$ cat config.mk
export PLATFORM = sky130hd
export DESIGN_NAME = pia_top
export DESIGN_NICKNAME = d
export VERILOG_FILES = /design/src/pkg/pia_pkg.sv /design/src/hw/pia_ecc_flag.sv /design/src/hw/pia_top.sv
export VERILOG_INCLUDE_DIRS = /design/src /design/src/pkg
export SDC_FILE = /design/constraint.sdc
export NUM_CORES = 1
export LEC_CHECK = 0
export BUFFER_PORTS_ARGS = -buffer_cell sky130_fd_sc_hd__clkbuf_2
export CAP_MARGIN = 20
export CORE_MARGIN = 2
export CORE_UTILIZATION = 40
export CTS_BUF_LIST = sky130_fd_sc_hd__clkbuf_8
export DETAILED_ROUTE_END_ITERATION = 16
export PLACE_DENSITY = 0.83
export RECOVER_POWER = 50
export SETUP_SLACK_MARGIN = 0.2
export SYNTH_ARGS = -nofsm -noshare
export SYNTH_HDL_FRONTEND = slang
export SYNTH_HIERARCHICAL = 1
export SYNTH_SLANG_ARGS = --single-unit
$ cat constraint.sdc
create_clock -name CLK -period 1.7 [get_ports CLK]
set_input_delay 0.255 -clock CLK [delete_from_list [all_inputs] [get_ports CLK]]
set_output_delay 0.255 -clock CLK [all_outputs]
set_load 0.05 [all_outputs]
$ cat src/pkg/pia_cfg.svh
// constants for the application interrupt and ecc flag sideband
`ifndef PIA_CFG_SVH
`define PIA_CFG_SVH

`define PIA_TC_W          3
`define PIA_VEC_W         5
`define PIA_ADDR_W        64
`define PIA_DATA_W        16
`define PIA_MME_W         3
`define PIA_ECC_W         32
`define PIA_POS_W         5
`define PIA_PHASES        2
`define PIA_MSG_ASSERT_A  16'h0020
`define PIA_MSG_DEASSERT_A 16'h0024
`define PIA_INTX_TC       3'h0
`define PIA_MME_MAX       3'h5

`endif

$ cat src/pkg/pia_pkg.sv
// types for the application interrupt and ecc flag sideband
`default_nettype none
`include "pia_cfg.svh"

package pia_pkg;

    typedef enum logic [1:0] {
        PIA_KIND_NONE     = 2'h0,
        PIA_KIND_MSI      = 2'h1,
        PIA_KIND_ASSERT   = 2'h2,
        PIA_KIND_DEASSERT = 2'h3
    } pia_kind_e;

    typedef enum logic [5:0] {
        PIA_ST_IDLE     = 6'h01,
        PIA_ST_MSI_SEND = 6'h02,
        PIA_ST_MSI_ACK  = 6'h04,
        PIA_ST_INT_SEND = 6'h08,
        PIA_ST_INT_ACK  = 6'h10,
        PIA_ST_MSI_HOLD = 6'h20
    } pia_state_e;

    // outgoing message request toward the transmit path
    typedef struct packed {
        pia_kind_e                 kind;
        logic [`PIA_TC_W-1:0]      tc;
        logic [`PIA_ADDR_W-1:0]    addr;
        logic [`PIA_DATA_W-1:0]    data;
    } pia_msg_s;

    // msi capability settings held by configuration space
    typedef struct packed {
        logic                      enable;
        logic [`PIA_MME_W-1:0]     mme;
        logic [`PIA_ADDR_W-1:0]    addr;
        logic [`PIA_DATA_W-1:0]    data;
    } pia_msi_cap_s;

    // one word leaving an ecc decoder, split into fast phases
    typedef struct packed {
        logic [`PIA_PHASES-1:0]    valid;
        logic [`PIA_PHASES-1:0]    cor;
        logic [`PIA_PHASES-1:0]    uncor;
        logic [`PIA_ECC_W-1:0]     word;
        logic [`PIA_POS_W-1:0]     pos;
    } pia_ecc_dec_s;

endpackage
`default_nettype wire

$ cat src/hw/pia_ecc_flag.sv
// ecc decoder flag stretcher and single bit corrector
`timescale 1ns/1ps
`default_nettype none
`include "pia_cfg.svh"

module pia_ecc_flag (
    input  wire logic                    clk,
    input  wire logic                    rst_n,
    input  wire pia_pkg::pia_ecc_dec_s   dec,
    output logic                         cor_flag,
    output logic                         uncor_flag,
    output logic [`PIA_ECC_W-1:0]        fixed_word,
    output logic                         fixed_valid
);

    logic                    cor_flag_reg;
    logic                    uncor_flag_reg;
    logic [`PIA_ECC_W-1:0]   fixed_word_reg;
    logic                    fixed_valid_reg;
    logic                    cor_next;
    logic                    uncor_next;

    ////////////////////////////////////////////////////////////////////////////
    // both fast phases fold into one slow cycle; a report in either phase
    // becomes exactly one slow pulse, two in one cycle merge into one
    assign cor_next   = |(dec.valid & dec.cor);
    assign uncor_next = |(dec.valid & dec.uncor);

    always_ff @(posedge clk) begin
        if (!rst_n) begin
            cor_flag_reg   <= 1'b0;
            uncor_flag_reg <= 1'b0;
        end else begin
            cor_flag_reg   <= cor_next;
            uncor_flag_reg <= uncor_next;
        end
    end

    ////////////////////////////////////////////////////////////////////////////
    // correctable word is repaired here, so no caller ever sees the bad bit
    always_ff @(posedge clk) begin
        if (!rst_n) begin
            fixed_word_reg  <= '0;
            fixed_valid_reg <= 1'b0;
        end else begin
            fixed_valid_reg <= |dec.valid;
            if (cor_next) begin
                fixed_word_reg <= dec.word ^ (`PIA_ECC_W'(1) << dec.pos);
            end else begin
                fixed_word_reg <= dec.word;
            end
        end
    end

    assign cor_flag    = cor_flag_reg;
    assign uncor_flag  = uncor_flag_reg;
    assign fixed_word  = fixed_word_reg;
    assign fixed_valid = fixed_valid_reg;

endmodule
`default_nettype wire

$ cat src/hw/pia_top.sv
// application interrupt requests and ecc debug flags of the endpoint core
// Operation
// - ecc flags pulse one cycle, core clock
// - erroneous decoder data raises matching flag, except rx uncorrectable (no rx uncorrected output)
// - correctable errors repaired internally, no loss
// - rx corrected flag: fast pulse stretched
// - separate retry buffer uncorrectable flag
// - retry buffer corrected error flag
// - msi request sends msi memory write
// - acknowledge accepted msi request
// - msi uses supplied three bit class
// - vector fills enabled low data bits
// - level rise sends assert message
// - level fall sends deassert message
// - ack after assert message sent
// - ack after deassert message sent
`timescale 1ns/1ps
`default_nettype none
`include "pia_cfg.svh"

module pia_top (
    input  wire logic                    CLK,
    input  wire logic                    RST_N,
    input  wire logic                    MSG_IRQ_REQ,
    input  wire logic [`PIA_TC_W-1:0]    MSG_IRQ_TRAFFIC_CLASS,
    input  wire logic [`PIA_VEC_W-1:0]   MSG_IRQ_VECTOR,
    output logic                         MSG_IRQ_ACK,
    input  wire logic                    LEGACY_IRQ_LEVEL,
    output logic                         LEGACY_IRQ_ACK,
    input  wire pia_pkg::pia_msi_cap_s   MSI_CAP,
    output pia_pkg::pia_msg_s            TX_MSG,
    output logic                         TX_MSG_VALID,
    input  wire logic                    TX_MSG_READY,
    input  wire logic                    TX_MSG_SENT,
    input  wire pia_pkg::pia_ecc_dec_s   RX_ECC_DEC,
    input  wire pia_pkg::pia_ecc_dec_s   RETRY_ECC_DEC,
    output logic                         RX_BUF_CORRECTED_FLAG,
    output logic                         RETRY_BUF_CORRECTED_FLAG,
    output logic                         RETRY_BUF_UNCORRECTED_FLAG,
    output logic [`PIA_ECC_W-1:0]        RX_BUF_WORD,
    output logic                         RX_BUF_WORD_VALID,
    output logic [`PIA_ECC_W-1:0]        RETRY_BUF_WORD,
    output logic                         RETRY_BUF_WORD_VALID
);

    pia_pkg::pia_state_e     state_reg;
    pia_pkg::pia_msg_s       msg_reg;
    logic                    valid_reg;
    logic                    msi_ack_reg;
    logic                    int_ack_reg;
    logic                    int_sent_level_reg;
    logic                    msi_armed_reg;
    logic                    int_change;
    logic                    msi_start;

    ////////////////////////////////////////////////////////////////////////////
    // msi data: low bits from the vector only where multiple message enable
    // opens them; mme above five is clamped, the vector is only five bits
    function automatic logic [`PIA_DATA_W-1:0] msi_data(
        input logic [`PIA_DATA_W-1:0] base,
        input logic [`PIA_MME_W-1:0]  mme,
        input logic [`PIA_VEC_W-1:0]  vec
    );
        logic [`PIA_DATA_W-1:0] mask;
        logic [`PIA_MME_W-1:0]  width;
        width = (mme > `PIA_MME_MAX) ? `PIA_MME_MAX : mme;
        mask  = `PIA_DATA_W'((17'h00001 << width) - 17'h00001);
        msi_data = (base & ~mask) | ({{(`PIA_DATA_W-`PIA_VEC_W){1'b0}}, vec} & mask);
    endfunction

    function automatic pia_pkg::pia_msg_s intx_msg(input logic level);
        pia_pkg::pia_msg_s m;
        m.kind = level ? pia_pkg::PIA_KIND_ASSERT : pia_pkg::PIA_KIND_DEASSERT;
        m.tc   = `PIA_INTX_TC;
        m.addr = '0;
        m.data = level ? `PIA_MSG_ASSERT_A : `PIA_MSG_DEASSERT_A;
        intx_msg = m;
    endfunction

    // level already on the wire wins over a pending msi, so intx order holds
    assign int_change = (LEGACY_IRQ_LEVEL != int_sent_level_reg);
    // a request still held after its ack is not taken twice
    assign msi_start  = MSG_IRQ_REQ && msi_armed_reg && MSI_CAP.enable;

    ////////////////////////////////////////////////////////////////////////////
    // message sequencer
    always_ff @(posedge CLK) begin
        if (!RST_N) begin
            state_reg <= pia_pkg::PIA_ST_IDLE;
        end else begin
            case (state_reg)
                pia_pkg::PIA_ST_IDLE: begin
                    if (int_change) begin
                        state_reg <= pia_pkg::PIA_ST_INT_SEND;
                    end else if (msi_start) begin
                        state_reg <= pia_pkg::PIA_ST_MSI_SEND;
                    end
                end
                pia_pkg::PIA_ST_MSI_SEND: begin
                    if (TX_MSG_READY) begin
                        state_reg <= pia_pkg::PIA_ST_MSI_ACK;
                    end
                end
                pia_pkg::PIA_ST_MSI_ACK: begin
                    state_reg <= pia_pkg::PIA_ST_MSI_HOLD;
                end
                pia_pkg::PIA_ST_MSI_HOLD: begin
                    state_reg <= pia_pkg::PIA_ST_IDLE;
                end
                pia_pkg::PIA_ST_INT_SEND: begin
                    if (TX_MSG_READY) begin
                        state_reg <= pia_pkg::PIA_ST_INT_ACK;
                    end
                end
                pia_pkg::PIA_ST_INT_ACK: begin
                    if (TX_MSG_SENT) begin
                        state_reg <= pia_pkg::PIA_ST_IDLE;
                    end
                end
                default: begin
                    state_reg <= pia_pkg::PIA_ST_IDLE;
                end
            endcase
        end
    end

    ////////////////////////////////////////////////////////////////////////////
    // message contents, captured once at start and held while valid
    always_ff @(posedge CLK) begin
        if (!RST_N) begin
            msg_reg <= '0;
        end else if (state_reg == pia_pkg::PIA_ST_IDLE) begin
            if (int_change) begin
                msg_reg <= intx_msg(LEGACY_IRQ_LEVEL);
            end else if (msi_start) begin
                msg_reg.kind <= pia_pkg::PIA_KIND_MSI;
                msg_reg.tc   <= MSG_IRQ_TRAFFIC_CLASS;
                msg_reg.addr <= MSI_CAP.addr;
                msg_reg.data <= msi_data(MSI_CAP.data, MSI_CAP.mme, MSG_IRQ_VECTOR);
            end
        end
    end

    always_ff @(posedge CLK) begin
        if (!RST_N) begin
            valid_reg <= 1'b0;
        end else if (state_reg == pia_pkg::PIA_ST_IDLE) begin
            valid_reg <= int_change || msi_start;
        end else if (TX_MSG_READY) begin
            valid_reg <= 1'b0;
        end
    end

    ////////////////////////////////////////////////////////////////////////////
    // level last queued for upstream; set when each intx message starts from idle, before acceptance
    always_ff @(posedge CLK) begin
        if (!RST_N) begin
            int_sent_level_reg <= 1'b0;
        end else begin
            if (state_reg == pia_pkg::PIA_ST_IDLE && int_change) begin
                int_sent_level_reg <= LEGACY_IRQ_LEVEL;
            end
        end
    end

    // ack one cycle once the intx message has left the transmit path
    always_ff @(posedge CLK) begin
        if (!RST_N) begin
            int_ack_reg <= 1'b0;
        end else begin
            int_ack_reg <= (state_reg == pia_pkg::PIA_ST_INT_ACK) && TX_MSG_SENT;
        end
    end

    ////////////////////////////////////////////////////////////////////////////
    // msi handshake: ack once per accepted request, rearm on request low
    always_ff @(posedge CLK) begin
        if (!RST_N) begin
            msi_ack_reg   <= 1'b0;
            msi_armed_reg <= 1'b1;
        end else begin
            msi_ack_reg <= (state_reg == pia_pkg::PIA_ST_MSI_SEND) && TX_MSG_READY;
            if (state_reg == pia_pkg::PIA_ST_IDLE && msi_start && !int_change) begin
                msi_armed_reg <= 1'b0;
            end else if (!MSG_IRQ_REQ) begin
                msi_armed_reg <= 1'b1;
            end
        end
    end

    ////////////////////////////////////////////////////////////////////////////
    // ecc flags; purely observational, nothing here reacts to them
    // rx flag is garbage until the rx buffer first fills
    // after an uncorrectable report the application resets the core
    pia_ecc_flag u_rx_ecc (
        .clk         (CLK),
        .rst_n       (RST_N),
        .dec         (RX_ECC_DEC),
        .cor_flag    (RX_BUF_CORRECTED_FLAG),
        .uncor_flag  (),
        .fixed_word  (RX_BUF_WORD),
        .fixed_valid (RX_BUF_WORD_VALID)
    );

    pia_ecc_flag u_retry_ecc (
        .clk         (CLK),
        .rst_n       (RST_N),
        .dec         (RETRY_ECC_DEC),
        .cor_flag    (RETRY_BUF_CORRECTED_FLAG),
        .uncor_flag  (RETRY_BUF_UNCORRECTED_FLAG),
        .fixed_word  (RETRY_BUF_WORD),
        .fixed_valid (RETRY_BUF_WORD_VALID)
    );

    assign TX_MSG         = msg_reg;
    assign TX_MSG_VALID   = valid_reg;
    assign MSG_IRQ_ACK    = msi_ack_reg;
    assign LEGACY_IRQ_ACK = int_ack_reg;

endmodule
`default_nettype wire

# After elaboration in Yosys (flattened, before gate mapping)
# Index checks and enable logic that the tools add are counted.
# op_classes
n_addsub,1
magnitude_cmp,1
eq_ne,11
n_shift,3
mux,17
n_bitwise,9
reduce_logical,18
# op_table
cell,count
two-way mux 85 bit,2
two-way mux 32 bit,2
"<< shifter 1 x 5 -> 32 bit, first input constant",2
XOR 32 bit,2
two-way mux 6 bit,5
case mux 6 bit (5 select lines),1
AND 16 bit,1
AND 5 x 16 -> 16 bit,1
inverter 16 bit,1
OR 16 bit,1
"<< shifter 1 x 3 -> 16 bit, first input constant",1
"subtractor 16 x 1 -> 16 bit, second input constant",1
OR reduction 2 bit,5
logical AND 1 bit,7
AND 2 bit,3
"equality test 6 x 1 -> 1 bit, second input constant",1
"equality test 6 x 2 -> 1 bit, second input constant",1
"equality test 6 x 3 -> 1 bit, second input constant",1
"equality test 6 x 4 -> 1 bit, second input constant",1
"equality test 6 x 5 -> 1 bit, second input constant",1
two-way mux 3 bit,2
"inequality test 2 bit, second input constant",3
two-way mux 1 bit,5
AND reduction 4 bit,1
other kinds (8),9
# totals
register_bits,165
in_bits,184
out_inout_bits,157
elab_cells,77

# Longest topological paths before layout
# depth
depth_word,9
depth_mapped,8
depth_no_buf,6

# Hierarchy
# The synthesis kept the hierarchy.
# by_module_without_submodules
mod,n_inst,cells_per_inst,area_each_um2,seq_area_each_um2
pia_top,1,359,3490.8,1921.8
pia_ecc_flag,2,179,1601.5,700.7

# Worst setup path before layout
# No wires, ideal clock.
# synth_path
path_type,register -> register
start,reg state_reg[3]
end,"reg msg_reg, in the netlist TX_MSG[12]"
setup_time_ps,128
t_arrival_ps,1755
required_time_ps,1572
slack_ps,-182
path_stages_with_launch,8
path_buffers,3
synth_period_minus_slack_ps,1882
path_cell_list,dfxtp_1 > buf_2 > or4_4 > a211o_1 > clkbuf_1 > buf_2 > a22oi_1 > nor2_1
# synth_between
elab_chain_len,2
# synth_rtl
element,line_no,rtl
"start, declared",pia_top.sv:46,pia_pkg::pia_state_e state_reg;
"start signal, assigned",pia_top.sv:89,state_reg <= pia_pkg::PIA_ST_IDLE;
"start signal, assigned",pia_top.sv:94,state_reg <= pia_pkg::PIA_ST_INT_SEND;
"start signal, assigned",pia_top.sv:96,state_reg <= pia_pkg::PIA_ST_MSI_SEND;
equality test 6 x 1 -> 1 bit,pia_top.sv:132,end else if (state_reg == pia_pkg::PIA_ST_IDLE) begin
AND reduction 2 bit (no source line),--,
"end signal, assigned",pia_top.sv:134,msg_reg <= intx_msg(LEGACY_IRQ_LEVEL);
"end, declared",pia_top.sv:47,pia_pkg::pia_msg_s msg_reg;
# Every way passes these cells.
# A chain may end at the register's enable or synchronous reset.

# Final worst setup path
# layout_path
start,reg state_reg[5]
end,"reg msg_reg, in the netlist TX_MSG[45]"
# The elaborated chain is that of the path after synthesis.

==> results.toml <==
[critical_path]
crit_fanout = 51
worstPathArrival_ns = 2.19
worstReg2RegStart = "state_reg[5]$_SDFFE_PN0P_"
worst-r2r-cell-count = 5
required_ns = 2.03
r2r_end = "TX_MSG[45]$_SDFFE_PN0P_"
cp-endpoint = "TX_MSG[45]$_SDFFE_PN0P_"
worstSetupEndpointType = "flip-flop"
worstSetupStartpoint = "state_reg[5]$_SDFFE_PN0P_"
path_class = "reg2reg"
worstSetupStartpointType = "flip-flop"
r2r_slack_ns = -0.16

[route]
vias = 6896
routedWlPerCell_um = 16.4
final_antenna_net_count = 0
routed_wirelength_mm = 21.3
drt-pass1-iter-count = 5
via_per_inst = 5.32
drc = 0
drtIter0Drc = 365

[yosys]
syn_area_per_cell_um2 = 9.33
yosysWarnings = 6
syn_area_um2 = 6660
synth_cells = 714
syn_nets = 900

[timing]
maxSlewHeadroom_pct = 24.7
worst_slack_ns = -0.159
setup_viol_count_final = 89
hold_viol = 0
grt_setup_unrepaired = "true"
period_needed_ns = 1.86
fmax_mhz = 538
fin_worst_skew_ns = 0.0190
tightest_slew_ns = 1.13
slew_viol_final = 0
fin_crit_sh_pct = 109
whs_ns = 0.0360

[global_routing]
antenna_found_initial = 2
grt_pass1_wl_mm = 32.0
grt_max_degree = 84
grt_usage_pct = 22.6
overflow = 0
grt_pass1_vias = 6494

[pwr]
power.leakage_uw = 0.00397
ir_worst_vdd_mv = 0.583
power_density_nw_per_um2 = 1090

[cts]
path_clk_slew_ns = 0.11
cts_tree = "built"
clock_latency_ns = 0.45
cts-root-buf = "clkbuf_8"
clock_sinks = 165
htreeDepth = 4
cts_inserted_buffers = 17
cts.path.max_buffers = 2

[min_path]
hp-class = "in2reg"

[placement]
dpl_worst_slack_ns = -0.196
place.gp.congestion = 0.836
placed_cells = 1249
hpwl_mm = 15.3
port_buffers = 338

[layout]
final_net_count = 1248
fin_cells = 1297
drive_gt1_share_pct = 38.8
largest_reg_flops = 85
area_growth_pct = 41.9

[status]
outcome = "finished with violations"
failed_checks = "negative setup slack"

[die]
coreArea_um2 = 16400
die_w_um = 133
die_y_um = 133
initial_core_util_pct = 40.6
rows = 47
ios = 341
dieArea_um2 = 17700

[job]
maxCapViolations = 0
[cell type report]
class	instances	area, µm²
Tap cell	220	275
Multi-Input combinational cell	478	3260
Antenna cell	2	5.00
Clock inverter	14	159
Timing Repair Buffer	392	2170
Inverter	8	30.0
Fill cell	1471	6950
Sequential cell	165	3310
Clock buffer	18	248
[placed cells by master, fill, tap and decap left out, drive strengths merged, types with 4 or more instances in the layout]
master / n
a22oi: 83
nand3: 5
o31ai: 40
a21oi: 45
nand3b: 6
nand2: 34
dlygate4sd3: 7
or3: 4
mux2: 4
nor4: 27
clkbuf: 360
nand2b: 33
nor2: 92
buf: 43
mux2i: 26
or4: 42
dfxtp: 165
o21ai: 5
inv: 16
[how the worst min path moves through the flow]
stage / from / endpoint / slack, ns / cells after the start
3_5_place_dp: MSG_IRQ_REQ / msi_armed_reg$_SDFFE_PN1P_ / 0.46 / 2
5_1_grt: RETRY_ECC_DEC[35] / u_retry_ecc/fixed_word[30]$_SDFF_PN0_ / 0.003 / 3
3_3_place_gp: MSG_IRQ_REQ / msi_armed_reg$_SDFFE_PN1P_ / 0.46 / 2
4_1_cts: MSI_CAP[26] / TX_MSG[26]$_SDFFE_PN0P_ / 0.003 / 3
6_report: RX_ECC_DEC[21] / u_rx_ecc/fixed_word[16]$_SDFF_PN0_ / 0.04 / 3
2_1_floorplan: MSG_IRQ_REQ / msi_armed_reg$_SDFFE_PN1P_ / 0.34 / 1
[timing repair]
| action | in CTS | in global routing |
|---|---|---|
| cloned | 0 | 1 |
| pin swaps | 8 | 13 |
| setup buffers | 2 | 4 |
| hold buffers | 7 | 0 |
| endpoints found under the hold margin | 7 | 0 |
| gates resized for setup | 18 | 34 |
| setup endpoints to repair | 93 | 94 |
[power by group]
part | internal (µW) | switching (µW)
sequential | 4130 | 145
clock | 1270 | 1660
combinational | 989 | 2100
total | 6390 | 3900
[worst max-delay path, cell delays in order, from the launching register on]
cell and delay [ns]:
dfxtp_2 0.34, or4_4 0.57, a211o_4 0.32, buf_12 0.19
a22oi_2 0.22, nor2_1 0.08
[routing by layer]
metal / global-route usage, % / part of all wire (%)
met1: 25.0 / 38
met3: 7.93 / 8.7
met2: 39.4 / 51
met4: 9.68 / 2.7
met5: 0 / 0
[through the flow]
step	total power (µW)	instance area [µm²]	util, %	TNS (ns)
floorplan	6350	6750	-	-11.25
global placement	7100	8760	53.4	-5.22
detailed placement	7160	8760	53.4	-9.04
CTS	10200	9330	56.9	-9.33
global route	10700	9450	57.6	-14.09
finish	10300	9450	57.6	-8.84
(Power assumes the default switching activity.)
